==> src/lcdc_pkg.sv <==
/*
 Package for the LCD driver instruction handler: register offsets, field positions,
 instruction codes, reset values and shared types.
 Assumes an AXI4-Lite master with 32-bit data; one clock, synchronous reset.
*/
//
// Behaviour
// [RULE1] Booster code 00..11 maps 2..5 times, shifted
// [RULE2] RMW: write advances column, read holds
// [RULE3] RMW end restores column held at entry
// [RULE4] RMW instruction lowest bit: 0 enter, 1 end
// [RULE5] Host avoids column set during RMW
// [RULE6] Reset clears column, start line, page
// [RULE7] Reset: contrast FF, 1/88, 1/10, 5x, inversion 0
// [RULE8] Reset leaves display memory untouched
// [RULE9] Host must pulse hardware reset at power-up
// [RULE10] Supply instruction bit0 runs or stops supply
// [RULE11] Boosting only while oscillator runs
// [RULE12] Host keeps supply off with external drive
// [RULE13] Waveform instruction bit0 enables drive output
// [RULE14] Display off then whole-on enters power save
// [RULE15] Power save stops oscillator, supply, outputs high
// [RULE16] Whole-display-off ends power save
// [RULE17] Outputs stay high until waveform re-enabled
// [RULE18] Segment order bit0: normal or reversed
// [RULE19] Contrast code selects 201 levels, FF full
// [RULE20] Host writes contrast codes 0x37 or above
// [RULE21] Contrast needs supply pins not both high; referenceLevel ignores modeA and modeB
// [RULE22] Interface pin high parallel, low serial
// [RULE23] Serial mode gives no readback; the code still returns the CFG and PINS registers
// [RULE24] Instructions only when command/data select low
// [RULE25] Normal mode: read and write advance column
`default_nettype none
package lcdc_pkg;
    // ----------------------------------------------------------------
    // Register map (byte addresses)
    // ----------------------------------------------------------------
    localparam logic [7:0] ADDR_CMD    = 8'h00;  // Write: instruction byte
    localparam logic [7:0] ADDR_DATA   = 8'h04;  // Write: data byte, read: data byte
    localparam logic [7:0] ADDR_STATUS = 8'h08;  // Read: block state
    localparam logic [7:0] ADDR_CFG    = 8'h0C;  // Contrast, inversion, capacitor stages
    localparam logic [7:0] ADDR_PINS   = 8'h10;  // Strap-like pins: interface, supply mode
    localparam logic [1:0] RESP_OKAY   = 2'h0;
    localparam logic [1:0] RESP_SLVERR = 2'h2;
    // ----------------------------------------------------------------
    // Instruction codes
    // ----------------------------------------------------------------
    localparam logic [6:0] OP_RMW      = 7'h70;  // 1110000D
    localparam logic [7:0] OP_RESET    = 8'hE2;
    localparam logic [6:0] OP_SUPPLY   = 7'h10;  // 0010000D
    localparam logic [6:0] OP_WAVE     = 7'h11;  // 0010001D
    localparam logic [6:0] OP_WHOLE    = 7'h52;  // 1010010D
    localparam logic [6:0] OP_DISP     = 7'h57;  // 1010111D
    localparam logic [6:0] OP_SEGORD   = 7'h50;  // 1010000D
    localparam logic [5:0] OP_BOOST    = 6'h0C;  // 001100AA
    localparam logic [4:0] OP_BIAS     = 5'h15;  // 10101AAA
    localparam logic [3:0] OP_COLHI    = 4'h1;   // 0001hhhh
    localparam logic [3:0] OP_COLLO    = 4'h0;   // 0000llll
    localparam logic [3:0] OP_PAGE     = 4'hB;   // 1011pppp
    localparam logic [1:0] OP_START    = 2'h1;   // 01ssssss
    // ----------------------------------------------------------------
    // Reset values and field positions
    // ----------------------------------------------------------------
    localparam logic [7:0] RST_CONTRAST = 8'hFF;
    localparam logic [2:0] RST_BIAS     = 3'h6;  // 1/10 bias
    localparam logic [1:0] RST_BOOST    = 2'h3;  // 5 times
    localparam logic [6:0] RST_DUTY     = 7'h58; // 1/88
    localparam logic [2:0] MAX_STAGES   = 3'h5;
    localparam int CFG_CONTRAST_LSB = 0;
    localparam int CFG_INV_LSB      = 8;
    localparam int CFG_STAGES_LSB   = 16;
    localparam int PIN_PARALLEL     = 0;
    localparam int PIN_MODE_A       = 1;
    localparam int PIN_MODE_B       = 2;

    typedef enum logic [1:0] {
        BUS_IDLE  = 2'b00,
        BUS_WRESP = 2'b01,
        BUS_RRESP = 2'b10
    } lcdc_bus_t;

    typedef struct packed {
        lcdc_bus_t   bus;
        logic        awHeld;
        logic [7:0]  awAddr;
        logic        wHeld;
        logic [31:0] wData;
        logic [1:0]  bResp;
        logic [31:0] rData;
        logic [1:0]  rResp;
    } lcdc_axi_t;

    typedef struct packed {
        logic [7:0]  column;
        logic [7:0]  rmwColumn;
        logic        rmwOn;
        logic [5:0]  startLine;
        logic [3:0]  page;
        logic [7:0]  contrast;
        logic [5:0]  invCount;
        logic [6:0]  duty;
        logic [2:0]  bias;
        logic [1:0]  boostCode;
        logic [2:0]  stages;
        logic        supplyOn;
        logic        waveOn;
        logic        dispOn;
        logic        wholeOn;
        logic        segReverse;
        logic        powerSave;
        logic        parallelSel;
        logic        modeA;
        logic        modeB;
        logic [7:0]  readLatch;
    } lcdc_ctl_t;
endpackage
`default_nettype wire

==> src/lcdc_top.sv <==
/*
 Instruction handler of a bit-map LCD driver behind an AXI4-Lite slave.
 Assumes one clock, synchronous active-high reset, and a host that keeps
 to the documented instruction order; display memory lives outside.
*/
`timescale 1ns/1ps
`default_nettype none
module lcdc_top #(
    parameter int COL_W = 8                          // Column address width
) (
    input  wire logic        ref_clk,                // 125 MHz clock
    input  wire logic        srst,                   // Sync reset, active high
    input  wire logic [7:0]  s_axi_awaddr,           // Write address
    input  wire logic        s_axi_awvalid,          // Write address valid
    output logic             s_axi_awready,          // Write address ready
    input  wire logic [31:0] s_axi_wdata,            // Write data
    input  wire logic [3:0]  s_axi_wstrb,            // Write strobes
    input  wire logic        s_axi_wvalid,           // Write data valid
    output logic             s_axi_wready,           // Write data ready
    output logic [1:0]       s_axi_bresp,            // Write response
    output logic             s_axi_bvalid,           // Write response valid
    input  wire logic        s_axi_bready,           // Write response ready
    input  wire logic [7:0]  s_axi_araddr,           // Read address
    input  wire logic        s_axi_arvalid,          // Read address valid
    output logic             s_axi_arready,          // Read address ready
    output logic [31:0]      s_axi_rdata,            // Read data
    output logic [1:0]       s_axi_rresp,            // Read response
    output logic             s_axi_rvalid,           // Read data valid
    input  wire logic        s_axi_rready,           // Read data ready
    input  wire logic [7:0]  memRdData,              // Display memory read byte
    output logic             memWrEn,                // Display memory write pulse
    output logic [7:0]       memWrData,              // Display memory write byte
    output logic [COL_W-1:0] memColumn,              // Column address to memory
    output logic [3:0]       memPage,                // Page address to memory
    output logic [5:0]       startLine,              // Display start line
    output logic             oscRun,                 // Internal oscillator enable
    output logic             supplyRun,              // Regulator and follower enable
    output logic             boosterRun,             // Booster enable
    output logic [2:0]       boostMult,              // Boost multiple, 2..5 while stages is 5 or less
    output logic [7:0]       referenceLevel,         // Contrast code to reference
    output logic             driveOn,                // Common/segment waveform on
    output logic             segmentReverse,         // Segment order reversed
    output logic [2:0]       biasSel,                // Bias code
    output logic [5:0]       inversionCount,         // Line inversion count
    output logic [6:0]       dutyLines              // Active duty lines
);
    // ----------------------------------------------------------------
    // State
    // ----------------------------------------------------------------
    lcdc_pkg::lcdc_axi_t axi_ff, nxt_axi;
    lcdc_pkg::lcdc_ctl_t ctl_ff, nxt_ctl;
    logic                memWr_ff, nxt_memWr;
    logic [7:0]          memWrData_ff, nxt_memWrData;

    // Boost multiple from code and fitted stages; never below 2
    function automatic logic [2:0] boost_mult(input logic [1:0] code, input logic [2:0] stg);
        logic [2:0] want;
        logic [2:0] shift;
        want  = 3'(code) + 3'h2;
        shift = lcdc_pkg::MAX_STAGES - stg;
        boost_mult = (want > shift + 3'h2) ? want - shift : 3'h2;
    endfunction

    // Apply the software reset defaults; display memory is not touched
    function automatic lcdc_pkg::lcdc_ctl_t soft_reset(input lcdc_pkg::lcdc_ctl_t c);
        lcdc_pkg::lcdc_ctl_t r;
        r           = c;
        r.column    = 8'h00;                         // RULE6
        r.startLine = 6'h00;                         // RULE6
        r.page      = 4'h0;                          // RULE6
        r.contrast  = lcdc_pkg::RST_CONTRAST;        // RULE7
        r.duty      = lcdc_pkg::RST_DUTY;            // RULE7
        r.bias      = lcdc_pkg::RST_BIAS;            // RULE7
        r.boostCode = lcdc_pkg::RST_BOOST;           // RULE7
        r.invCount  = 6'h00;                         // RULE7
        soft_reset  = r;
    endfunction

    logic        awGo, wGo, wrFire, rdFire, dataSel, cmdOk;
    logic [7:0]  wAddr, cmd;
    logic [31:0] rdVal, wVal;

    // ----------------------------------------------------------------
    // Bus slave and instruction decode
    // ----------------------------------------------------------------
    // Address and data may arrive in either order; held until both present
    always_comb begin
        nxt_axi       = axi_ff;
        nxt_ctl       = ctl_ff;
        nxt_memWr     = 1'b0;
        nxt_memWrData = memWrData_ff;
        awGo   = s_axi_awvalid && !axi_ff.awHeld && axi_ff.bus == lcdc_pkg::BUS_IDLE;
        wGo    = s_axi_wvalid && !axi_ff.wHeld && axi_ff.bus == lcdc_pkg::BUS_IDLE;
        if (awGo) begin
            nxt_axi.awHeld = 1'b1;
            nxt_axi.awAddr = s_axi_awaddr;
        end
        if (wGo) begin
            nxt_axi.wHeld = 1'b1;
            nxt_axi.wData = s_axi_wdata;
        end
        wAddr  = awGo ? s_axi_awaddr : axi_ff.awAddr;
        wVal   = wGo ? s_axi_wdata : axi_ff.wData;
        cmd    = wVal[7:0];
        wrFire = (awGo || axi_ff.awHeld) && (wGo || axi_ff.wHeld)
                 && axi_ff.bus == lcdc_pkg::BUS_IDLE && s_axi_wstrb_ok();
        rdFire = s_axi_arvalid && axi_ff.bus == lcdc_pkg::BUS_IDLE && !wrFire
                 && !axi_ff.awHeld && !axi_ff.wHeld;
        cmdOk  = wAddr == lcdc_pkg::ADDR_CMD;        // RULE24
        dataSel = wAddr == lcdc_pkg::ADDR_DATA;
        rdVal  = 32'h0000_0000;

        // Column moves one cycle after the write pulse, so the byte lands at the old column
        if (memWr_ff)
            nxt_ctl.column = ctl_ff.column + 8'h01;              // RULE2 RULE25
        if (wrFire) begin
            nxt_axi.awHeld = 1'b0;
            nxt_axi.wHeld  = 1'b0;
            nxt_axi.bus    = lcdc_pkg::BUS_WRESP;
            nxt_axi.bResp  = lcdc_pkg::RESP_OKAY;
            if (cmdOk) begin
                // Column set ignored in read-modify-write is the host's duty
                if (cmd[7:1] == lcdc_pkg::OP_RMW) begin          // RULE4
                    if (!cmd[0] && !ctl_ff.rmwOn) begin
                        nxt_ctl.rmwOn     = 1'b1;
                        nxt_ctl.rmwColumn = ctl_ff.column;
                    end else if (cmd[0] && ctl_ff.rmwOn) begin
                        nxt_ctl.rmwOn  = 1'b0;                   // RULE3
                        nxt_ctl.column = ctl_ff.rmwColumn;       // RULE3
                    end
                end else if (cmd == lcdc_pkg::OP_RESET) begin
                    nxt_ctl = soft_reset(ctl_ff);                // RULE8
                end else if (cmd[7:1] == lcdc_pkg::OP_SUPPLY) begin
                    nxt_ctl.supplyOn = cmd[0];                   // RULE10
                end else if (cmd[7:1] == lcdc_pkg::OP_WAVE) begin
                    nxt_ctl.waveOn = cmd[0];                     // RULE13
                end else if (cmd[7:1] == lcdc_pkg::OP_DISP) begin
                    nxt_ctl.dispOn = cmd[0];
                end else if (cmd[7:1] == lcdc_pkg::OP_WHOLE) begin
                    nxt_ctl.wholeOn = cmd[0];
                    if (cmd[0] && !ctl_ff.dispOn)
                        nxt_ctl.powerSave = 1'b1;                // RULE14
                    if (!cmd[0]) begin
                        nxt_ctl.powerSave = 1'b0;                // RULE16
                        if (ctl_ff.powerSave)
                            nxt_ctl.waveOn = 1'b0;               // RULE17
                    end
                end else if (cmd[7:1] == lcdc_pkg::OP_SEGORD) begin
                    nxt_ctl.segReverse = cmd[0];                 // RULE18
                end else if (cmd[7:2] == lcdc_pkg::OP_BOOST) begin
                    nxt_ctl.boostCode = cmd[1:0];                // RULE1
                end else if (cmd[7:3] == lcdc_pkg::OP_BIAS) begin
                    nxt_ctl.bias = cmd[2:1] == 2'b11 ? lcdc_pkg::RST_BIAS : cmd[2:0];
                end else if (cmd[7:4] == lcdc_pkg::OP_COLHI) begin
                    nxt_ctl.column = {cmd[3:0], ctl_ff.column[3:0]};
                end else if (cmd[7:4] == lcdc_pkg::OP_COLLO) begin
                    nxt_ctl.column = {ctl_ff.column[7:4], cmd[3:0]};
                end else if (cmd[7:4] == lcdc_pkg::OP_PAGE) begin
                    nxt_ctl.page = cmd[3:0];
                end else if (cmd[7:6] == lcdc_pkg::OP_START) begin
                    nxt_ctl.startLine = cmd[5:0];
                end
            end else if (dataSel) begin
                nxt_memWr      = 1'b1;                           // RULE24
                nxt_memWrData  = cmd;
            end else if (wAddr == lcdc_pkg::ADDR_CFG) begin
                nxt_ctl.contrast = wVal[7:0];
                nxt_ctl.invCount = wVal[13:8];
                nxt_ctl.stages   = wVal[18:16];
            end else if (wAddr == lcdc_pkg::ADDR_PINS) begin
                nxt_ctl.parallelSel = cmd[lcdc_pkg::PIN_PARALLEL];   // RULE22
                nxt_ctl.modeA       = cmd[lcdc_pkg::PIN_MODE_A];
                nxt_ctl.modeB       = cmd[lcdc_pkg::PIN_MODE_B];
            end else begin
                nxt_axi.bResp = lcdc_pkg::RESP_SLVERR;
            end
        end
        // Read path: data read goes through the holding latch (dummy read)
        if (rdFire) begin
            nxt_axi.bus   = lcdc_pkg::BUS_RRESP;
            nxt_axi.rResp = lcdc_pkg::RESP_OKAY;
            case (s_axi_araddr)
                lcdc_pkg::ADDR_DATA: begin
                    if (ctl_ff.parallelSel) begin                // RULE23
                        rdVal             = {24'h0, ctl_ff.readLatch};
                        nxt_ctl.readLatch = memRdData;
                        if (!ctl_ff.rmwOn)
                            nxt_ctl.column = ctl_ff.column + 8'h01;  // RULE25
                    end
                end
                lcdc_pkg::ADDR_STATUS: begin
                    if (ctl_ff.parallelSel)                      // RULE23
                        rdVal = {22'h0, ctl_ff.powerSave, ctl_ff.rmwOn, ctl_ff.supplyOn,
                                 ctl_ff.waveOn, ctl_ff.dispOn, ctl_ff.wholeOn,
                                 ctl_ff.segReverse, 1'b0, ctl_ff.boostCode};
                end
                lcdc_pkg::ADDR_CFG:
                    rdVal = {13'h0, ctl_ff.stages, 2'h0, ctl_ff.invCount, ctl_ff.contrast};
                lcdc_pkg::ADDR_PINS:
                    rdVal = {29'h0, ctl_ff.modeB, ctl_ff.modeA, ctl_ff.parallelSel};
                default:
                    nxt_axi.rResp = lcdc_pkg::RESP_SLVERR;
            endcase
            nxt_axi.rData = rdVal;
        end
        case (axi_ff.bus)
            lcdc_pkg::BUS_WRESP: if (s_axi_bready) nxt_axi.bus = lcdc_pkg::BUS_IDLE;
            lcdc_pkg::BUS_RRESP: if (s_axi_rready) nxt_axi.bus = lcdc_pkg::BUS_IDLE;
            default: ;
        endcase
    end

    // Strobes are not checked; partial writes still accepted
    function automatic logic s_axi_wstrb_ok();
        s_axi_wstrb_ok = 1'b1;
    endfunction

    // ----------------------------------------------------------------
    // Registers
    // ----------------------------------------------------------------
    always_ff @(posedge ref_clk) begin
        if (srst) begin
            axi_ff             <= '0;
            ctl_ff             <= '0;
            ctl_ff.contrast    <= lcdc_pkg::RST_CONTRAST;
            ctl_ff.duty        <= lcdc_pkg::RST_DUTY;
            ctl_ff.bias        <= lcdc_pkg::RST_BIAS;
            ctl_ff.boostCode   <= lcdc_pkg::RST_BOOST;
            ctl_ff.stages      <= lcdc_pkg::MAX_STAGES;
            ctl_ff.parallelSel <= 1'b1;
            memWr_ff           <= 1'b0;
            memWrData_ff       <= 8'h00;
        end else begin
            axi_ff       <= nxt_axi;
            ctl_ff       <= nxt_ctl;
            memWr_ff     <= nxt_memWr;
            memWrData_ff <= nxt_memWrData;
        end
    end

    // ----------------------------------------------------------------
    // Outputs, all from flip-flops except s_axi_arready, which also decodes the write valids
    // ----------------------------------------------------------------
    logic             oscRun_ff, supplyRun_ff, boosterRun_ff, driveOn_ff;
    logic [2:0]       boostMult_ff;
    always_ff @(posedge ref_clk) begin
        if (srst) begin
            oscRun_ff     <= 1'b0;
            supplyRun_ff  <= 1'b0;
            boosterRun_ff <= 1'b0;
            driveOn_ff    <= 1'b0;
            boostMult_ff  <= 3'h5;
        end else begin
            oscRun_ff     <= !nxt_ctl.powerSave;                           // RULE15
            supplyRun_ff  <= nxt_ctl.supplyOn && !nxt_ctl.powerSave;       // RULE15
            boosterRun_ff <= nxt_ctl.supplyOn && !nxt_ctl.powerSave;       // RULE11
            driveOn_ff    <= nxt_ctl.waveOn && !nxt_ctl.powerSave;         // RULE15 RULE17
            boostMult_ff  <= boost_mult(nxt_ctl.boostCode, nxt_ctl.stages); // RULE1
        end
    end

    assign s_axi_awready  = !axi_ff.awHeld && axi_ff.bus == lcdc_pkg::BUS_IDLE;
    assign s_axi_wready   = !axi_ff.wHeld && axi_ff.bus == lcdc_pkg::BUS_IDLE;
    assign s_axi_arready  = axi_ff.bus == lcdc_pkg::BUS_IDLE && !axi_ff.awHeld
                            && !axi_ff.wHeld && !(s_axi_awvalid && s_axi_wvalid);
    assign s_axi_bvalid   = axi_ff.bus == lcdc_pkg::BUS_WRESP;
    assign s_axi_bresp    = axi_ff.bResp;
    assign s_axi_rvalid   = axi_ff.bus == lcdc_pkg::BUS_RRESP;
    assign s_axi_rresp    = axi_ff.rResp;
    assign s_axi_rdata    = axi_ff.rData;

    // Display memory side
    assign memWrEn        = memWr_ff;
    assign memWrData      = memWrData_ff;
    assign memColumn      = COL_W'(ctl_ff.column);
    assign memPage        = ctl_ff.page;
    assign startLine      = ctl_ff.startLine;

    // Analog enables and panel settings
    assign oscRun         = oscRun_ff;
    assign supplyRun      = supplyRun_ff;
    assign boosterRun     = boosterRun_ff;
    assign boostMult      = boostMult_ff;
    assign referenceLevel = ctl_ff.contrast;                               // RULE19
    assign driveOn        = driveOn_ff;
    assign segmentReverse = ctl_ff.segReverse;
    assign biasSel        = ctl_ff.bias;
    assign inversionCount = ctl_ff.invCount;
    assign dutyLines      = ctl_ff.duty;

    // ----------------------------------------------------------------
    // Checks
    // ----------------------------------------------------------------
    a_boost_needs_osc: assert property (@(posedge ref_clk) disable iff (srst)   // RULE11
        boosterRun |-> oscRun) else $error("booster running without oscillator");

    a_save_outputs_off: assert property (@(posedge ref_clk) disable iff (srst)  // RULE15
        ctl_ff.powerSave |-> !driveOn && !supplyRun) else $error("drive active in power save");

    a_rmw_read_holds: assert property (@(posedge ref_clk) disable iff (srst)    // RULE2
        rdFire && ctl_ff.rmwOn |=> $stable(ctl_ff.column)) else $error("rmw read moved column");

    a_save_entry: assert property (@(posedge ref_clk) disable iff (srst)        // RULE14
        wrFire && cmdOk && cmd == 8'hA5 && !ctl_ff.dispOn |=> ctl_ff.powerSave)
        else $error("power save not entered");

    a_save_release: assert property (@(posedge ref_clk) disable iff (srst)      // RULE16
        wrFire && cmdOk && cmd == 8'hA4 |=> !ctl_ff.powerSave ##1 oscRun)
        else $error("power save not released");

    a_reset_defaults: assert property (@(posedge ref_clk) disable iff (srst)    // RULE7
        wrFire && cmdOk && cmd == 8'hE2 && !(rdFire) |=> referenceLevel == 8'hFF
        && biasSel == 3'h6 && memColumn == '0) else $error("soft reset defaults wrong");

    a_wave_after_save: assert property (@(posedge ref_clk) disable iff (srst)   // RULE17
        $fell(ctl_ff.powerSave) |-> !ctl_ff.waveOn) else $error("drive back before enable");

    a_serial_no_read: assert property (@(posedge ref_clk) disable iff (srst)    // RULE23
        rdFire && !ctl_ff.parallelSel && s_axi_araddr == 8'h04 |=> s_axi_rdata == 32'h0)
        else $error("serial mode returned data");

    a_supply_cmd: assert property (@(posedge ref_clk) disable iff (srst)        // RULE10
        wrFire && cmdOk && cmd[7:1] == lcdc_pkg::OP_SUPPLY && !ctl_ff.powerSave
        |=> supplyRun == $past(cmd[0])) else $error("supply did not follow instruction");

    // Main scenarios: RMW round trip, power save in and out, data write, soft reset
    c_rmw_cycle: cover property (@(posedge ref_clk) ctl_ff.rmwOn ##[1:50] !ctl_ff.rmwOn);
    c_save: cover property (@(posedge ref_clk) $rose(ctl_ff.powerSave));
    c_save_release: cover property (@(posedge ref_clk) $fell(ctl_ff.powerSave));
    c_data_write: cover property (@(posedge ref_clk) memWrEn);
    c_soft_reset: cover property (@(posedge ref_clk) wrFire && cmdOk && cmd == lcdc_pkg::OP_RESET);
endmodule // lcdc_top
`default_nettype wire

==> config.mk <==
export PLATFORM = sky130hd
export DESIGN_NAME = lcdc_top
export DESIGN_NICKNAME = d
export VERILOG_FILES = /design/src/lcdc_pkg.sv /design/src/lcdc_top.sv
export SDC_FILE = /design/constraint.sdc
export NUM_CORES = 1
export LEC_CHECK = 0
export BUFFER_PORTS_ARGS = -buffer_cell sky130_fd_sc_hd__buf_4
export CAP_MARGIN = 20
export CORE_MARGIN = 4
export CORE_UTILIZATION = 30
export CTS_CLUSTER_SIZE = 20
export DETAILED_ROUTE_END_ITERATION = 12
export PLACE_DENSITY = 0.49
export SYNTH_ARGS = -nofsm -noshare
export SYNTH_HDL_FRONTEND = slang
export SYNTH_SLANG_ARGS = --single-unit
==> constraint.sdc <==
create_clock -name ref_clk -period 4.06 [get_ports ref_clk]
set_input_delay 0.609 -clock ref_clk [delete_from_list [all_inputs] [get_ports ref_clk]]
set_output_delay 0.609 -clock ref_clk [all_outputs]
set_load 0.01 [all_outputs]
==> results.md <==
* Row cnt at 55
* Crit end category: register
* Net Sw Power at 1.27 mW
* Hold WC Path Type: input port to register
* Routed via count at 5904
* Crit Path Max Fanout at 11
* Crit-path cells: inv_1, ha_1, and3b_1, mux2_4, a2111oi_4, nor3_1, a21oi_1, o22ai_1, ha_1, fa_1, xnor2_1, xnor2_1, a21o_1
* Worst Clk Skew at 0.00897 ns
* CTS tree: built
* Die extent in x at 160 um
* DR DRC count at 0
* Share of the synthesized area in the top cell type at 37.5%
* Final nets at 969
* Core area at 0.0226 mm^2
* Clock share of power at 37.9%
* Layout cell share with drive strength beyond 1 at 22.0%
* Antenna viol nets, final at 0
* Largest net degree at the start of global routing at 52
* Buffers on Ports at 123
* Worst path slowest cell: and3b_1
* P&R area growth vs syn at 18.9%
* # Post-CTS Setup Buffers at 0
* Fin. Hold Viols at 0
* Setup violations, final at 0
* Top achievable clock speed at 282 MHz
* Cell family with most CP delay: adder cells
* Die span in y at 160 um
* Max-Cap Viols at 0
* Starting Density at 30.4%
* Initial antenna violation count at 0
* Internal at 2.57 mW
* Clock Sinks at 129
* Post-Route Setup TNS at 0 ns
* Crit path arrival time at 3.86 ns
* Post-synth cell types at 72
* Asr flop ratio synth at 0%
* Tmin final at 3.54 ns
* Fillers at 2421
* Slew HR at 47.4%
* Post-synthesis register bit count at 129
* DRT Pass-1 Iters at 4
* Placer Congestion at 0.842
* Post_cts resized at 0
* Hold-fix buffers, CTS at 0
* Post-DP Area at 0.00764 mm^2
* Comb pwr share at 25.5%
* Via/cell ratio at 4.96
* Slew of the pin with the lowest slew margin at 0.787 ns
* Setup ws final at 0.516 ns
* WL final at 20500 um
* Starting DRT DRC Count at 330
* Tcrit/Tclk final at 87.3%
* Ys flop type: dfxtp_1
* Synthesized instance count at 829
* Yosys warns at 0
* Lkg Pwr at 3.38 nW
* Sw frac at 33.0%
* # H-tree levels at 4
* RSZ-0062 raised after global routing: no
* Total GRT Usage at 16.2%
* Antenna cells at 0
* Synth area leaders: dfxtp_1, buf_4, mux2i_1
* First-pass GRT wire length at 33100 um
* Worst EP required at 4.38 ns
* Pwr Density at 469 mW/mm^2
* Post-synth top area cell: dfxtp_1
* Avg WL per Cell at 17.3 um
* Clock slew at reported path FFs at 0.06 ns
* Setup WS pre-CTS at 0.439 ns
* Die ar. at 0.0255 mm^2
* Fin cells at 1190
* Status: completed
* Crit Path Category: register to register
* Slew Limit Fails at 0
* Worst path max stage delay at 0.54 ns
* IO Count at 167
* Flop pwr share at 36.6%
* Startpoint Class: register
* Synthesized area at 0.00689 mm^2
* Worst path bufs/invs at 1
* Sequential area share after synthesis at 37.5%
* Number of synthesized flops with an enable pin at 0
* DP Cell Count at 1158
* Vias in the first global route at 5765
* Clk_lat worst skew at 0.42 ns
* GR Overflow Total at 0
* Total CTS buffers at 17
* CTS Root Cell: clkbuf_16
* Half-perimeter wire length after placement at 15200 um
* VDD IR max at 0.270 mV
* Mean post-synth cell area at 8.31 um^2
* Final instance area at 0.00819 mm^2
* Clk buf depth at 2
[final timing paths]
path	end	cells after the start	from	slack, ns
worst max-delay path	boostMult[2]$_SDFF_PP1_	13	axi_ff[79]$_SDFF_PP0_	0.52
worst min-delay path	ctl_ff[4]$_SDFFE_PP0P_	3	memRdData[4]	0.43
worst max register to register	boostMult[2]$_SDFF_PP1_	13	axi_ff[79]$_SDFF_PP0_	0.52
worst min register to register	axi_ff[74]$_SDFFE_PP0N_	2	axi_ff[74]$_SDFFE_PP0N_	0.46
[layout make-up]
class	instances	area, um^2	area share, %
multi-input combinational	590	3580	43.7
sequential	129	2580	31.5
timing repair buffer	145	1090	13.3
clock buffer	19	443	5.41
tap	285	357	4.35
clock inverter	13	113	1.37
inverter	9	33.8	0.412
[power by group through the flow]
stage / Clock [mW] / Sequential, mW / Combinational, mW
floorplan: 0 / 1.41 / 0.684
global placement: 0 / 1.43 / 0.986
detailed placement: 0 / 1.43 / 0.985
CTS: 1.49 / 1.41 / 0.990
global route: 1.55 / 1.42 / 1.09
finish: 1.46 / 1.41 / 0.981
[worst reg2reg max path: stages (launching register included)]
cell       delay, ns
dfxtp_1         0.31
inv_1           0.09
ha_1            0.32
and3b_1         0.54
mux2_4          0.37
a2111oi_4       0.34
nor3_1          0.13
a21oi_1         0.17
o22ai_1         0.11
ha_1            0.23
fa_1            0.38
xnor2_1         0.19
xnor2_1         0.08
a21o_1          0.18
[cell usage in the layout (no fill, tap or decap), drive strengths merged, types with 4 or more instances in the layout]
cell type	instances
a211oi	5
a21oi	68
a221oi	5
a222oi	5
a22oi	13
a311oi	5
a31oi	4
a32o	4
and2	8
and3	7
buf	145
clkbuf	19
clkinv	8
conb	24
dfxtp	129
ha	9
inv	10
mux2	6
mux2i	48
nand2	84
nand2b	6
nand3	17
nor2	126
nor2b	6
nor3	14
nor3b	5
nor4	5
o211ai	6
o21a	5
o21ai	32
o22a	5
o22ai	6
or2	4
xnor2	11
xor2	6
[registers in the layout (all words and copies together), names as in the netlist, 3 cells and up]
name / count
ctl_ff: 30
startLine: 6
memPage: 4
referenceLevel: 8
memColumn: 8
inversionCount: 6
biasSel: 3
memWrData: 8
boostMult: 3
s_axi_rdata: 17
axi_ff: 29
[cell usage after synthesis (all sizes together), types with 6 or more instances]
master,instances
nor2,126
o21ai,32
o22ai,6
inv,8
nand2,84
clkbuf,36
xnor2,11
nand2b,6
dfxtp,129
buf,87
and3,7
nand3,17
ha,9
xor2,6
a22oi,13
mux2,6
mux2i,48
a21oi,68
and2,8
o211ai,6
nor3,14
nor2b,6
[routing by layer]
layer	part of all wire, %	wire, um	track usage, %	vias up
met5	0	0	0	-
met4	1.2	243	3.83	0
met3	5.9	1220	4.09	20
met2	46	9380	25.5	189
met1	47	9700	22.4	2771
li1	-	-	-	2924
[cell families (layout without fill, tap and decap cells)]
| kind of cell | Yosys count | count (layout) | share of synthesized area [%] |
|---|---|---|---|
| DFF | 129 | 129 | 37.5 |
| muxes | 54 | 54 | 8.00 |
| adders and majority gates | 10 | 10 | 1.92 |
| other | 2 | 24 | 0.109 |
| buffers and inverters | 132 | 186 | 11.8 |
| AOI/OAI and AO/OA | 179 | 179 | 17.2 |
| and+or+nand+nor | 306 | 306 | 21.3 |
| xor gates and xnor gates | 17 | 17 | 2.16 |
[through the flow]
| stage | power, mW | hold WS [ns] | util (%) |
|---|---|---|---|
| global route | 4.05 | 0.418 | 36.2 |
| detailed placement | 2.42 | 0.453 | 33.7 |
| CTS | 3.88 | 0.413 | 36.2 |
| finish | 3.84 | 0.426 | 36.2 |
| floorplan | 2.10 | 0.436 | - |
| global placement | 2.42 | 0.447 | 33.7 |
Note: power is estimated with default switching activity, not from simulation.
